$ cat config.mk
export PLATFORM = sky130hd
export DESIGN_NAME = hdx_exec
export DESIGN_NICKNAME = d
export VERILOG_FILES = /design/src/design/hdx_pkg.sv /design/src/design/hdx_exec.sv
export SDC_FILE = /design/constraint.sdc
export NUM_CORES = 2
export LEC_CHECK = 0
export BUFFER_PORTS_ARGS = -buffer_cell sky130_fd_sc_hd__buf_2
export CAP_MARGIN = 10
export CORE_MARGIN = 1
export CORE_UTILIZATION = 60
export CTS_CLUSTER_SIZE = 28
export DETAILED_ROUTE_END_ITERATION = 10
export HOLD_SLACK_MARGIN = 0.05
export PLACE_DENSITY = 0.8
export SLEW_MARGIN = 20
export SYNTH_ARGS = -nofsm -noshare
export SYNTH_HDL_FRONTEND = slang
export SYNTH_SLANG_ARGS = --single-unit
$ cat constraint.sdc
create_clock -name i_mclk -period 16.8 [get_ports i_mclk]
set_clock_uncertainty 0.1 [all_clocks]
set_input_delay 3.36 -clock i_mclk [delete_from_list [all_inputs] [get_ports i_mclk]]
set_output_delay 3.36 -clock i_mclk [all_outputs]
set_load 0.01 [all_outputs]
$ cat src/design/hdx_pkg.sv
package hdx_pkg;
  // register byte offsets
  localparam logic [7:0] A_CTRL = 8'h00;
  localparam logic [7:0] A_LIST0 = 8'h04;
  localparam logic [7:0] A_LIST1 = 8'h08;
  localparam logic [7:0] A_EOT = 8'h0c;
  localparam logic [7:0] A_STAT = 8'h10;
  localparam logic [7:0] A_PRST = 8'h14;
  localparam logic [7:0] A_PRES = 8'h18;
  localparam logic [31:0] CTRL_RST = 32'h0000_0000;
  // descriptor: six 16-bit words, little endian
  localparam int TD_WORDS = 6;
  localparam logic [2:0] W_BUF = 3'h0;
  localparam logic [2:0] W_PLEN = 3'h1;
  localparam logic [2:0] W_TOK = 3'h2;
  localparam logic [2:0] W_CTL = 3'h3;
  localparam logic [2:0] W_RTY = 3'h4;
  localparam logic [2:0] W_LINK = 3'h5;
  // status byte bits
  localparam int S_ACK = 0;
  localparam int S_ERR = 1;
  localparam int S_TOUT = 2;
  localparam int S_SEQ = 3;
  localparam int S_OVF = 5;
  localparam int S_NAK = 6;
  localparam int S_STALL = 7;
  // retry byte fields
  localparam int R_CNT = 0;
  localparam int R_KIND = 2;
  localparam int R_ACT = 4;
  localparam logic [1:0] K_CTL = 2'h0;
  localparam logic [1:0] K_ISO = 2'h1;
  localparam logic [1:0] K_BULK = 2'h2;
  localparam logic [1:0] K_INT = 2'h3;
  localparam logic [3:0] PID_IN = 4'h9;
  localparam int C_PRE = 7;
  localparam int C_TOG = 6;
  localparam logic [15:0] MBOX0 = 16'h0144;
  localparam logic [15:0] MBOX1 = 16'h0148;
  localparam logic [15:0] MSG_DONE = 16'h1000;
  // bus time, tenths of a full-speed bit
  localparam int CLK_NS = 100;
  localparam int BIT_TENTHS_PER_US = 120;
  localparam int TENTHS_PER_CLK = CLK_NS * BIT_TENTHS_PER_US / 1000;
  localparam int FRAME_BITS = 12000;
  localparam int HOST_DLY = 1060;
  localparam int XFER_SETUP = 210;
  localparam int FS_BASE = 1125;
  localparam int FS_ISO_IN = 905;
  localparam int FS_ISO_OUT = 784;
  localparam int FS_PER = 94;
  localparam int LS_IN_BASE = 8024;
  localparam int LS_IN_PER = 758;
  localparam int LS_OUT_BASE = 8026;
  localparam int LS_OUT_PER = 747;
  localparam int MS_NS = 1000000;
  localparam int CYC_PER_MS = MS_NS / CLK_NS;

  typedef struct packed {
    logic        req;
    logic        we;
    logic [15:0] addr;
    logic [15:0] wdata;
    logic [1:0]  be;
  } mem_req_t;

  typedef struct packed {
    logic        req;
    logic [3:0]  pid;
    logic [3:0]  ep;
    logic [6:0]  dev;
    logic [1:0]  port;
    logic [9:0]  len;
    logic [15:0] buf_ptr;
    logic        toggle;
    logic        pre;
    logic        iso;
  } txn_req_t;

  typedef struct packed {
    logic       ack;
    logic       err;
    logic       tout;
    logic       nak;
    logic       stall;
    logic       seq;
    logic [9:0] cnt;
  } txn_res_t;
endpackage

$ cat src/design/hdx_exec.sv
// The AXI4-Lite interface to the registers and the register addresses are this design's own decisions.
`timescale 1ns/1ns
`default_nettype none
module hdx_exec
  import hdx_pkg::*;
#(
  parameter int MS_CYCLES = CYC_PER_MS
) (
  // clock and reset
  input  wire logic              i_mclk,
  input  wire logic              i_rst,
  // axi4-lite slave
  input  wire logic [7:0]        i_awaddr,
  input  wire logic              i_awvalid,
  output logic                   o_awready,
  input  wire logic [31:0]       i_wdata,
  input  wire logic [3:0]        i_wstrb,
  input  wire logic              i_wvalid,
  output logic                   o_wready,
  output logic [1:0]             o_bresp,
  output logic                   o_bvalid,
  input  wire logic              i_bready,
  input  wire logic [7:0]        i_araddr,
  input  wire logic              i_arvalid,
  output logic                   o_arready,
  output logic [31:0]            o_rdata,
  output logic [1:0]             o_rresp,
  output logic                   o_rvalid,
  input  wire logic              i_rready,
  // shared memory
  output hdx_pkg::mem_req_t      o_mem,
  input  wire logic              i_mem_ack,
  input  wire logic [15:0]       i_mem_rdata,
  // usb transaction engine
  input  wire logic              i_sof,
  output hdx_pkg::txn_req_t      o_txn,
  input  wire logic              i_txn_done,
  input  wire hdx_pkg::txn_res_t i_txn_res,
  // downstream ports
  output logic [3:0]             o_port_reset,
  input  wire logic [3:0]        i_port_attached,
  input  wire logic [3:0]        i_port_low_speed
);
  import hdx_pkg::*;

  typedef enum logic [3:0] {
    ST_IDLE, ST_CHECK, ST_FETCH, ST_EVAL, ST_ISSUE,
    ST_WB_ST, ST_WB_RT, ST_LINK, ST_MBOX
  } st_t;

  ////////////////////////////////////////////////////////////////////////////
  // register file
  logic [31:0] ctrl_r;
  logic [15:0] list_r [2];
  logic [15:0] eot_r;
  logic [1:0]  prst_port_r;
  logic [15:0] prst_ms_r;
  logic        prst_go_r;
  logic [1:0]  pres_r;
  logic        prst_busy_r;
  logic [1:0]  list_clr_r;
  logic        eng_r;
  st_t         st_r;
  logic        wr_go;
  logic [31:0] wmask;

  assign wr_go = i_awvalid & i_wvalid & ~o_bvalid & ~o_awready;
  always_comb begin
    for (int b = 0; b < 4; b++) begin
      wmask[b*8 +: 8] = {8{i_wstrb[b]}};
    end
  end

  always_ff @(posedge i_mclk or posedge i_rst) begin
    if (i_rst) begin
      o_awready <= 1'b0;
      o_wready  <= 1'b0;
      o_bvalid  <= 1'b0;
      o_bresp   <= 2'h0;
    end else begin
      o_awready <= wr_go;
      o_wready  <= wr_go;
      if (wr_go) begin
        o_bvalid <= 1'b1;
        if (i_awaddr == A_CTRL || i_awaddr == A_LIST0 || i_awaddr == A_LIST1
            || i_awaddr == A_EOT || i_awaddr == A_PRST) begin
          o_bresp <= 2'h0;
        end else begin
          o_bresp <= 2'h2;
        end
      end else if (i_bready) begin
        o_bvalid <= 1'b0;
      end
    end
  end

  always_ff @(posedge i_mclk or posedge i_rst) begin
    if (i_rst) begin
      ctrl_r      <= CTRL_RST;
      list_r[0]   <= 16'h0000;
      list_r[1]   <= 16'h0000;
      eot_r       <= 16'h0000;
      prst_port_r <= 2'h0;
      prst_ms_r   <= 16'h0000;
      prst_go_r   <= 1'b0;
    end else begin
      prst_go_r <= 1'b0;
      // finished list leaves its pointer cell empty
      if (list_clr_r[0]) begin
        list_r[0] <= 16'h0000;
      end
      if (list_clr_r[1]) begin
        list_r[1] <= 16'h0000;
      end
      if (wr_go) begin
        if (i_awaddr == A_CTRL) begin
          ctrl_r <= (ctrl_r & ~wmask) | (i_wdata & wmask);
        end else if (i_awaddr == A_LIST0) begin
          list_r[0] <= (list_r[0] & ~wmask[15:0]) | (i_wdata[15:0] & wmask[15:0]);
        end else if (i_awaddr == A_LIST1) begin
          list_r[1] <= (list_r[1] & ~wmask[15:0]) | (i_wdata[15:0] & wmask[15:0]);
        end else if (i_awaddr == A_EOT) begin
          eot_r <= (eot_r & ~wmask[15:0]) | (i_wdata[15:0] & wmask[15:0]);
        end else if (i_awaddr == A_PRST && !prst_busy_r) begin
          prst_port_r <= i_wdata[1:0];
          prst_ms_r   <= i_wdata[31:16];
          prst_go_r   <= 1'b1;
        end
      end
    end
  end

  always_ff @(posedge i_mclk or posedge i_rst) begin
    if (i_rst) begin
      o_arready <= 1'b0;
      o_rvalid  <= 1'b0;
      o_rdata   <= 32'h0000_0000;
      o_rresp   <= 2'h0;
    end else begin
      o_arready <= i_arvalid & ~o_rvalid & ~o_arready;
      if (i_arvalid && !o_rvalid && !o_arready) begin
        o_rvalid <= 1'b1;
        o_rresp  <= 2'h0;
        if (i_araddr == A_CTRL) begin
          o_rdata <= ctrl_r;
        end else if (i_araddr == A_LIST0) begin
          o_rdata <= {16'h0000, list_r[0]};
        end else if (i_araddr == A_LIST1) begin
          o_rdata <= {16'h0000, list_r[1]};
        end else if (i_araddr == A_EOT) begin
          o_rdata <= {16'h0000, eot_r};
        end else if (i_araddr == A_STAT) begin
          o_rdata <= {27'h0, eng_r, st_r};
        end else if (i_araddr == A_PRST) begin
          o_rdata <= {prst_ms_r, 13'h0, prst_busy_r, prst_port_r};
        end else if (i_araddr == A_PRES) begin
          o_rdata <= {30'h0, pres_r};
        end else begin
          o_rdata <= 32'h0000_0000;
          o_rresp <= 2'h2;
        end
      end else if (i_rready) begin
        o_rvalid <= 1'b0;
      end
    end
  end

  ////////////////////////////////////////////////////////////////////////////
  // port reset service
  logic [31:0] prst_cnt_r;
  logic [15:0] prst_left_r;

  always_ff @(posedge i_mclk or posedge i_rst) begin
    if (i_rst) begin
      prst_busy_r  <= 1'b0;
      prst_cnt_r   <= 32'h0;
      prst_left_r  <= 16'h0;
      o_port_reset <= 4'h0;
      pres_r       <= 2'h0;
    end else if (prst_go_r) begin
      prst_busy_r  <= 1'b1;
      prst_cnt_r   <= 32'h0;
      prst_left_r  <= prst_ms_r;
      o_port_reset <= 4'h1 << prst_port_r;
    end else if (prst_busy_r) begin
      if (prst_cnt_r == 32'(MS_CYCLES - 1) || prst_left_r == 16'h0) begin
        prst_cnt_r <= 32'h0;
        if (prst_left_r <= 16'h1) begin
          prst_busy_r  <= 1'b0;
          o_port_reset <= 4'h0;
          pres_r <= {~i_port_attached[prst_port_r],
                     i_port_low_speed[prst_port_r]};
        end else begin
          prst_left_r <= prst_left_r - 16'h1;
        end
      end else begin
        prst_cnt_r <= prst_cnt_r + 32'h1;
      end
    end
  end

  ////////////////////////////////////////////////////////////////////////////
  // frame time and budget
  logic [23:0] el_r;
  logic [23:0] limit;
  logic [23:0] cost;
  logic [15:0] w_r [TD_WORDS];
  logic [9:0]  len;
  logic [1:0]  kind;
  logic        is_in;

  assign len   = w_r[W_PLEN][9:0];
  assign kind  = w_r[W_RTY][R_KIND +: 2];
  assign is_in = w_r[W_TOK][7:4] == PID_IN;
  // zero end-of-transfer point means the whole frame
  assign limit = (eot_r == 16'h0) ? 24'(FRAME_BITS * 10) : 24'(eot_r) * 24'd10;

  always_comb begin
    cost = 24'(HOST_DLY + XFER_SETUP);
    if (w_r[W_CTL][C_PRE]) begin
      if (is_in) begin
        cost = cost + 24'(LS_IN_BASE) + 24'(len) * 24'(LS_IN_PER);
      end else begin
        cost = cost + 24'(LS_OUT_BASE) + 24'(len) * 24'(LS_OUT_PER);
      end
    end else begin
      cost = cost + 24'(len) * 24'(FS_PER);
      if (kind != K_ISO) begin
        cost = cost + 24'(FS_BASE);
      end else if (is_in) begin
        cost = cost + 24'(FS_ISO_IN);
      end else begin
        cost = cost + 24'(FS_ISO_OUT);
      end
    end
  end

  always_ff @(posedge i_mclk or posedge i_rst) begin
    if (i_rst) begin
      el_r <= 24'h0;
    end else if (i_sof) begin
      el_r <= 24'h0;
    end else if (el_r < limit) begin
      el_r <= el_r + 24'(TENTHS_PER_CLK);
    end
  end

  ////////////////////////////////////////////////////////////////////////////
  // descriptor walker
  logic [15:0] td_r;
  logic [2:0]  widx_r;
  logic [7:0]  stat_r;
  logic [7:0]  res_r;
  logic [1:0]  rcnt_r;
  logic        act_r;
  logic        halt_v_r;
  logic [12:0] halt_pipe_r;
  logic [12:0] pipe;
  logic        mreq_r;
  logic        serious;
  logic [9:0]  rcv;

  assign pipe = {w_r[W_PLEN][15:14], w_r[W_TOK][3:0], w_r[W_TOK][14:8]};
  assign rcv  = i_txn_res.cnt;
  assign serious = i_txn_res.stall
                   | (is_in & i_txn_res.ack & (i_txn_res.seq != w_r[W_CTL][C_TOG]))
                   | (is_in & i_txn_res.ack & kind != K_ISO & rcv != len);

  always_ff @(posedge i_mclk or posedge i_rst) begin
    if (i_rst) begin
      st_r        <= ST_IDLE;
      eng_r       <= 1'b0;
      td_r        <= 16'h0;
      widx_r      <= 3'h0;
      stat_r      <= 8'h0;
      res_r       <= 8'h0;
      rcnt_r      <= 2'h0;
      act_r       <= 1'b0;
      halt_v_r    <= 1'b0;
      halt_pipe_r <= 13'h0;
      mreq_r      <= 1'b0;
      list_clr_r  <= 2'h0;
      o_mem       <= '0;
      o_txn       <= '0;
      for (int i = 0; i < TD_WORDS; i++) begin
        w_r[i] <= 16'h0;
      end
    end else begin
      list_clr_r <= 2'h0;
      o_mem.req  <= mreq_r & ~i_mem_ack;
      mreq_r     <= mreq_r & ~i_mem_ack;
      case (st_r)
        ST_IDLE: begin
          if (i_sof && ctrl_r[0]) begin
            eng_r    <= 1'b0;
            halt_v_r <= 1'b0;
            st_r     <= ST_CHECK;
          end
        end
        ST_CHECK: begin
          if (list_r[eng_r] != 16'h0) begin
            td_r   <= list_r[eng_r];
            widx_r <= 3'h0;
            st_r   <= ST_FETCH;
          end else if (!eng_r) begin
            eng_r <= 1'b1;
          end else begin
            st_r <= ST_IDLE;
          end
        end
        ST_FETCH: begin
          if (!mreq_r) begin
            mreq_r <= 1'b1;
            o_mem  <= '{1'b1, 1'b0, td_r + 16'({widx_r, 1'b0}), 16'h0, 2'h3};
          end else if (i_mem_ack) begin
            w_r[widx_r] <= i_mem_rdata;
            if (widx_r == 3'(TD_WORDS - 1)) begin
              st_r <= ST_EVAL;
            end else begin
              widx_r <= widx_r + 3'h1;
            end
          end
        end
        ST_EVAL: begin
          stat_r <= w_r[W_CTL][15:8];
          res_r  <= w_r[W_RTY][15:8];
          rcnt_r <= w_r[W_RTY][R_CNT +: 2];
          act_r  <= w_r[W_RTY][R_ACT];
          if (!w_r[W_RTY][R_ACT]) begin
            st_r <= ST_LINK;
          end else if (halt_v_r && halt_pipe_r == pipe) begin
            stat_r <= 8'h0;
            act_r  <= 1'b0;
            st_r   <= ST_WB_ST;
          end else if (el_r + cost > limit) begin
            st_r <= ST_ISSUE;
          end else begin
            o_txn <= '{1'b1, w_r[W_TOK][7:4], w_r[W_TOK][3:0], w_r[W_TOK][14:8],
                       w_r[W_PLEN][15:14], len, w_r[W_BUF],
                       w_r[W_CTL][C_TOG], w_r[W_CTL][C_PRE], kind == K_ISO};
            st_r  <= ST_ISSUE;
          end
        end
        ST_ISSUE: begin
          if (!o_txn.req) begin
            // frame budget spent: leave descriptor active for the next frame
            st_r <= ST_IDLE;
          end else if (i_txn_done) begin
            o_txn.req <= 1'b0;
            stat_r    <= 8'h0;
            stat_r[S_SEQ]   <= i_txn_res.seq;
            stat_r[S_ACK]   <= i_txn_res.ack;
            stat_r[S_ERR]   <= i_txn_res.err;
            stat_r[S_TOUT]  <= i_txn_res.tout;
            stat_r[S_NAK]   <= i_txn_res.nak;
            stat_r[S_STALL] <= i_txn_res.stall;
            stat_r[S_OVF]   <= is_in & i_txn_res.ack & kind != K_ISO & rcv != len;
            res_r <= (is_in && rcv != len) ? 8'(len - rcv) : 8'h0;
            st_r  <= ST_WB_ST;
            act_r <= 1'b0;
            if (serious) begin
              halt_v_r    <= 1'b1;
              halt_pipe_r <= pipe;
            end else if (kind == K_ISO || kind == K_INT) begin
              act_r <= 1'b0;
            end else if (i_txn_res.nak) begin
              act_r <= 1'b1;
              st_r  <= ST_EVAL;
            end else if ((i_txn_res.err || i_txn_res.tout) && rcnt_r != 2'h0) begin
              rcnt_r <= rcnt_r - 2'h1;
              w_r[W_RTY][R_CNT +: 2] <= rcnt_r - 2'h1;
              act_r  <= 1'b1;
              st_r   <= ST_EVAL;
            end
          end
        end
        ST_WB_ST: begin
          if (!mreq_r) begin
            mreq_r <= 1'b1;
            o_mem  <= '{1'b1, 1'b1, td_r + 16'({W_CTL, 1'b0}), {stat_r, 8'h0}, 2'h2};
          end else if (i_mem_ack) begin
            st_r <= ST_WB_RT;
          end
        end
        ST_WB_RT: begin
          if (!mreq_r) begin
            mreq_r <= 1'b1;
            o_mem  <= '{1'b1, 1'b1, td_r + 16'({W_RTY, 1'b0}),
                        {res_r, 3'h0, act_r, kind, rcnt_r}, 2'h3};
          end else if (i_mem_ack) begin
            st_r <= ST_LINK;
          end
        end
        ST_LINK: begin
          if (w_r[W_LINK] == 16'h0) begin
            st_r <= ST_MBOX;
          end else begin
            td_r   <= w_r[W_LINK];
            widx_r <= 3'h0;
            st_r   <= ST_FETCH;
          end
        end
        ST_MBOX: begin
          if (!mreq_r) begin
            mreq_r <= 1'b1;
            o_mem  <= '{1'b1, 1'b1, eng_r ? MBOX1 : MBOX0, MSG_DONE, 2'h3};
          end else if (i_mem_ack) begin
            list_clr_r[eng_r] <= 1'b1;
            st_r       <= ST_CHECK;
            if (eng_r) begin
              st_r <= ST_IDLE;
            end else begin
              eng_r <= 1'b1;
            end
          end
        end
        default: st_r <= ST_IDLE;
      endcase
    end
  end
endmodule
`default_nettype wire

After elaboration in Yosys (flattened, before gate mapping)
Cells that the tools add are included.

Register bits after elaboration: 457. Input bits: 102.

$add $sub $neg: 16. Shift-type cells: 1. Mux-type cells: 152. $mul: 4. Magnitude comparators: 9. Reductions and logical operators: 60. Bitwise operators: 39. Equal/unequal tests: 58.

Operators by type and width (number): 32-bit 2-to-1 mux (11); 16-bit 2-to-1 mux (15); 36-bit 2-to-1 mux (4); 36-bit case mux with 4 select lines (1); 47-bit 2-to-1 mux (3); 96-bit bitwise mux (1); 4-bit 2-to-1 mux (20); 16-bit bitwise AND (4); 32-bit bitwise AND (2); 2-bit != test (second input constant) (29); 8-bit 2-to-1 mux (7); 16-bit demux with 3-bit select (1); 16-bit zero test (3); 24-bit 2-to-1 mux (2); 16-bit OR (3); 14-bit by 20-bit adder with 21-bit output (first input constant) (2); 21-bit 2-to-1 mux (2); 18-bit by 10-bit adder with 19-bit output (second input constant) (2); 1-bit 2-to-1 mux (38); 19-bit 2-to-1 mux (2); 2-bit 2-to-1 mux (19); 18-bit 2-to-1 mux (2); 4-bit case mux with 9 select lines (1); 32-bit by 1-bit adder with 32-bit output (second input constant) (1); 77 further kinds (164).

Longest topological paths before layout
Word-level depth: 12. Depth in mapped cells: 41. Gate-level depth less buffers: 38.

Worst setup path after synthesis
Ideal clock, no wire load.

Path type: reg-to-reg. Start: reg w_r, in the netlist len[1]. End: reg o_txn[10] in the netlist's numbering. Path slack: 7.910 ns. Library setup time: 0.127 ns. Cell stages (with the launch flop): 41. Clock period less this slack: 8.890 ns. Arrival time: 8.663 ns. Cell sequence: dfrtp_1 inv_1 fa_1 inv_1 fa_1 inv_1 fa_1 fa_1 inv_1 ha_1 o21ai_0 o21ai_1 a211oi_1 nor2_1 xnor2_1 or3b_2 xor2_1 a211oi_1 [5 not listed] o21ai_0 nand2b_1 a21o_1 a21o_1 nor2_1 xnor2_1 ha_1 a21o_1 a211o_1 a21oi_1 a31oi_1 or4_1 a211oi_1 a21oi_1 nor4_2 buf_4 buf_8 mux2_1.

Cells in the longest elaborated chain, start to end: 10. Elaborated cells between the ends (all ways): 17. Those cells by class: add/sub: 7; mul: 3; order compare: 1; mux: 4; bitwise: 1; reduce/logical: 1.

RTL lines: start, declared (line hdx_exec.sv:207) `logic [15:0] w_r [TD_WORDS];`; start signal, assigned by index (line hdx_exec.sv:316) `w_r[widx_r] <= i_mem_rdata;`; start signal, assigned by index (line hdx_exec.sv:371) `w_r[W_RTY][R_CNT +: 2] <= rcnt_r - 2'h1;`; 10-bit by 6-bit multiplier with 16-bit output (line hdx_exec.sv:227) `cost = cost + 24'(len) * 24'(FS_PER);`; 11-bit by 17-bit adder with 18-bit output (line hdx_exec.sv:227); 18-bit by 10-bit adder with 19-bit output (on tied branches) (line hdx_exec.sv:233, hdx_exec.sv:231); 19-bit 2-to-1 mux (line hdx_exec.sv:230) `end else if (is_in) begin`; 19-bit 2-to-1 mux (line hdx_exec.sv:228) `if (kind != K_ISO) begin`; 21-bit 2-to-1 mux * (line hdx_exec.sv:220) `if (w_r[W_CTL][C_PRE]) begin`; 24-bit adder * (line hdx_exec.sv:335) `end else if (el_r + cost > limit) begin`; 24-bit by 20-bit greater-than comparator with 1-bit output * (line hdx_exec.sv:335); 1-bit inverter (no source line) *; 4-bit AND reduction (no source line) *; end signal, assigned (line hdx_exec.sv:338) `o_txn <= '{1'b1, w_r[W_TOK][7:4], w_r[W_TOK][3:0], w_r[W_TOK][14:8],`; end, declared (line hdx_exec.sv:36) `output hdx_pkg::txn_req_t o_txn,`.

Mark *: on every way between the ends. The rest lies on a longest branch, timed or not. A chain may end at the register's enable or synchronous reset.

Worst setup path after layout
Start: reg w_r, in the netlist len[1]. End: reg o_txn[34] in the netlist's numbering.

Same word-level chain as after synthesis.

==> results.sh <==
export IMPL_total_leakage_power_nw=16.6
export IMPL_holdPathStages=1
export IMPL_grt_total_usage_pct=32.3
export IMPL_yosys_area_top_type_share_pct=37.1
export IMPL_outcome="completed"
export IMPL_cp_common_cell="sky130_fd_sc_hd__ha_1"
export IMPL_timing_critical_path_to_type="flop"
export IMPL_clock_sinks=436
export IMPL_cts_htree_levels=2
export IMPL_syn_area_per_cell_um2=9.90
export IMPL_cp_data_required_time_ns=17.15
export IMPL_drt_pass1_iterations=8
export IMPL_synth_seq_area_share_pct=37.1
export IMPL_die_x_um=223
export IMPL_post_synth_main_area_contributors="sky130_fd_sc_hd__dfrtp_1 37%, sky130_fd_sc_hd__ha_1 9.5%, sky130_fd_sc_hd__mux2_2 7.7%"
export IMPL_ioPinCount=230
export IMPL_grt_start_max_net_pins=137
export IMPL_buffer_count_from_post_cts_setup_fixing=0
export IMPL_regArea_um2=10900
export IMPL_layout_commonest_cell="sky130_fd_sc_hd__dfrtp_1"
export IMPL_route_detailed_wl_per_inst_um=21.2
export IMPL_timing_critical_path_from="len[1]$_DFFE_PP0P_"
export IMPL_critical_path_depth=37
export IMPL_timing_rr_start="len[1]$_DFFE_PP0P_"
export IMPL_worst_setup_path_type="reg2reg"
export IMPL_finalWorstPathRequiredPeriod_ns=10.39
export IMPL_startpoint_type_of_the_worst_setup_path="flop"
export IMPL_antenna_left=0
export IMPL_power_per_cell_area_nw_per_um2=153
export IMPL_final_max_slew_violation_count=0
export IMPL_timing_critical_path_slowest_stage_cell="sky130_fd_sc_hd__dfrtp_1"
export IMPL_grt_overflow_total=0
export IMPL_report_final_hold_viol_count=0
export IMPL_peak_fanout_along_the_critical_path=47
export IMPL_multi_input_area_um2=17300
export IMPL_wl_mm=81.0
export IMPL_max_slew_worst_pin_slew_ns=1.03
export IMPL_cp_num_buf_inv=4
export IMPL_critical_path_arrival_ns=10.74
export IMPL_worst_slew_margin_rel_pct=31.4
export IMPL_clock_root_buffer="sky130_fd_sc_hd__clkbuf_16"
export IMPL_ff_latch_count_synth=436
export IMPL_library_cell_occupying_the_most_area_in_the_post_synthesis_netlist="sky130_fd_sc_hd__dfrtp_1"
export IMPL_cts_repair_resized=0
export IMPL_initial_utilization_pct=61.2
export IMPL_final_cell_mix="436 x sky130_fd_sc_hd__dfrtp_1, 236 x sky130_fd_sc_hd__nor2_1, 224 x sky130_fd_sc_hd__ha_1, 224 x sky130_fd_sc_hd__buf_2, 213 x sky130_fd_sc_hd__nand2_1"
export IMPL_synth_enable_flop_cells=0
export IMPL_die_y_um=223
export IMPL_finalSetupViolations=0
export IMPL_vias_per_cell=6.38
export IMPL_post_route_period_util_pct=61.9
export IMPL_fillerInstances=3645
export IMPL_row_count=80
export IMPL_holdCritPathClass="reg2reg"
export IMPL_clkSlewWorstSetupHoldPaths_ns=0.06
export IMPL_maximum_capacitance_violations=0
export IMPL_global_route_wire_length_before_repair_mm=129
export IMPL_totalNegativeSetupSlack_ns=0
export IMPL_yosys_most_used_dff="sky130_fd_sc_hd__dfrtp_1"
export IMPL_placement_io_buffers=224
export IMPL_tritoncts="built"
export IMPL_worst_skew_pair_later_pin_latency_ns=0.60
export IMPL_cts_hold_buffers=0
export IMPL_timing_reg2reg_worst_path_depth=37
export IMPL_vdd_ir_drop_worst_mv=0.140
export IMPL_hold_start="o_mem[1]$_DFFE_PP0P_"
export IMPL_first_global_vias=24400
export IMPL_max_clock_path_buffers=3
export IMPL_area_growth_syn_to_layout_pct=11.1
export IMPL_distinct_cell_type_count_after_synthesis=94
export IMPL_gp_congestion=0.962
export IMPL_yosys_warnings=0
export IMPL_postLayoutCoreUtil_pct=68.0
export IMPL_post_route_cells_drive_above_1_share_pct=17.9
export IMPL_hpwl_mm=61.0
export IMPL_die_area_um2=49900
export IMPL_synth_async_reset_ratio_pct=100
export IMPL_family_with_the_most_delay_on_the_worst_path="compound AO/OA/AOI/OAI gates"
export IMPL_grt_antenna_before_repair=6
export IMPL_dr_first_iter_drc_count=2348
export IMPL_number_of_cts_inserted_buffers=46
export IMPL_critical_path_max_stage_delay_ns=0.75
export IMPL_max_freq_ghz=0.0962
export IMPL_rsz_0062_raised_after_global_routing="false"
export IMPL_netlist_instances=2971
export IMPL_final_net_count=3567
export IMPL_drc=0
export IMPL_synthesis_area_um2=29400
export IMPL_core_area_um2=48000
export IMPL_dr_total_vias=24300
-- where the power goes --
group          switching [mW]  internal (mW)  total [mW]
clock network           0.435          0.606        1.04
logic                    1.54           1.07        2.62
registers               0.152           1.18        1.33
total                    2.13           2.86        4.99
-- sequential cells by signal, summed over array words and instances, names as in the netlist, 22 cells and up --
signal / count
ctrl_r: 32
el_r: 22
list_r: 32
o_mem: 33
o_rdata: 32
o_txn: 47
prst_cnt_r: 32
w_r: 57
-- cell families (layout without fill, tap and decap cells) --
| kind of cell | after synthesis | count (layout) | synth area share, % |
|---|---|---|---|
| compound gates | 657 | 657 | 14.6 |
| mux | 265 | 265 | 10.3 |
| flops | 436 | 436 | 37.1 |
| simple gates | 818 | 818 | 13.5 |
| other cells | 1 | 8 | 0.0127 |
| xor+xnor | 172 | 172 | 5.20 |
| fa+ha+maj | 304 | 304 | 15.0 |
| buf+inv | 318 | 538 | 4.35 |
-- cell usage after synthesis, drive strengths merged (8+ instances only) --
cell     instances
and2            12
inv            205
o22ai           17
and3            33
a22oi           29
a31oi           26
nand2b          37
o21a            18
a22o            41
or2             11
or3             17
clkbuf          89
nand3           62
fa              80
dfrtp          436
a211oi          20
nand3b           8
nand2          215
o21ai          170
a2bb2oi          8
a21oi          160
o31ai            9
a21o            38
nor2b           33
o211ai          20
nor4            40
and4             8
xor2            59
mux2           229
xnor2          113
nor3            51
a2111oi          8
mux2i           29
ha             224
nor2           237
a221oi          22
buf             23
a222oi          10
nand4           28
-- path summary, 6_finish.rpt --
check | to | slack [ns]
worst max-delay path | o_txn[34]$_DFFE_PP0P_ | 6.41
worst min-delay path | o_mem[1]$_DFFE_PP0P_ | 0.36
worst max register to register | o_txn[34]$_DFFE_PP0P_ | 6.41
worst min register to register | o_mem[1]$_DFFE_PP0P_ | 0.36
max in group asynchronous | prst_ms_r[3]$_DFFE_PP0P_ | 11.56
min in group asynchronous | ctrl_r[14]$_DFFE_PP0P_ | 2.64
-- area by class of cell --
| type | instances | area share (%) |
|---|---|---|
| clock buffer | 65 | 3.99 |
| tap | 615 | 2.35 |
| multi-input combinational | 2222 | 53.0 |
| clock inverter | 18 | 0.697 |
| timing repair buffer | 249 | 4.20 |
| inverter | 206 | 2.39 |
| sequential | 436 | 33.4 |
| antenna | 2 | 0.0153 |
-- metrics by stage --
stage	area (µm²)	hold slack, ns	total power, mW	std cells	setup slack, ns
floorplan	29400	0.349	3.26	2976	1.19
global placement	31000	0.345	3.78	3725	6.79
detailed placement	31000	0.349	3.90	3725	6.66
CTS	32600	0.366	4.96	3808	6.59
global route	32700	0.387	5.34	3811	5.66
finish	32700	0.362	4.99	3813	6.41
-- routing by layer --
metal	vias up	share of wire, %	global-route usage [%]
li1	11000	-	-
met4	10	3.3	11.1
met2	1040	48	54.0
met3	178	7.6	5.83
met5	-	0.073	0
met1	12100	41	42.2
(Power assumes the default switching activity.)
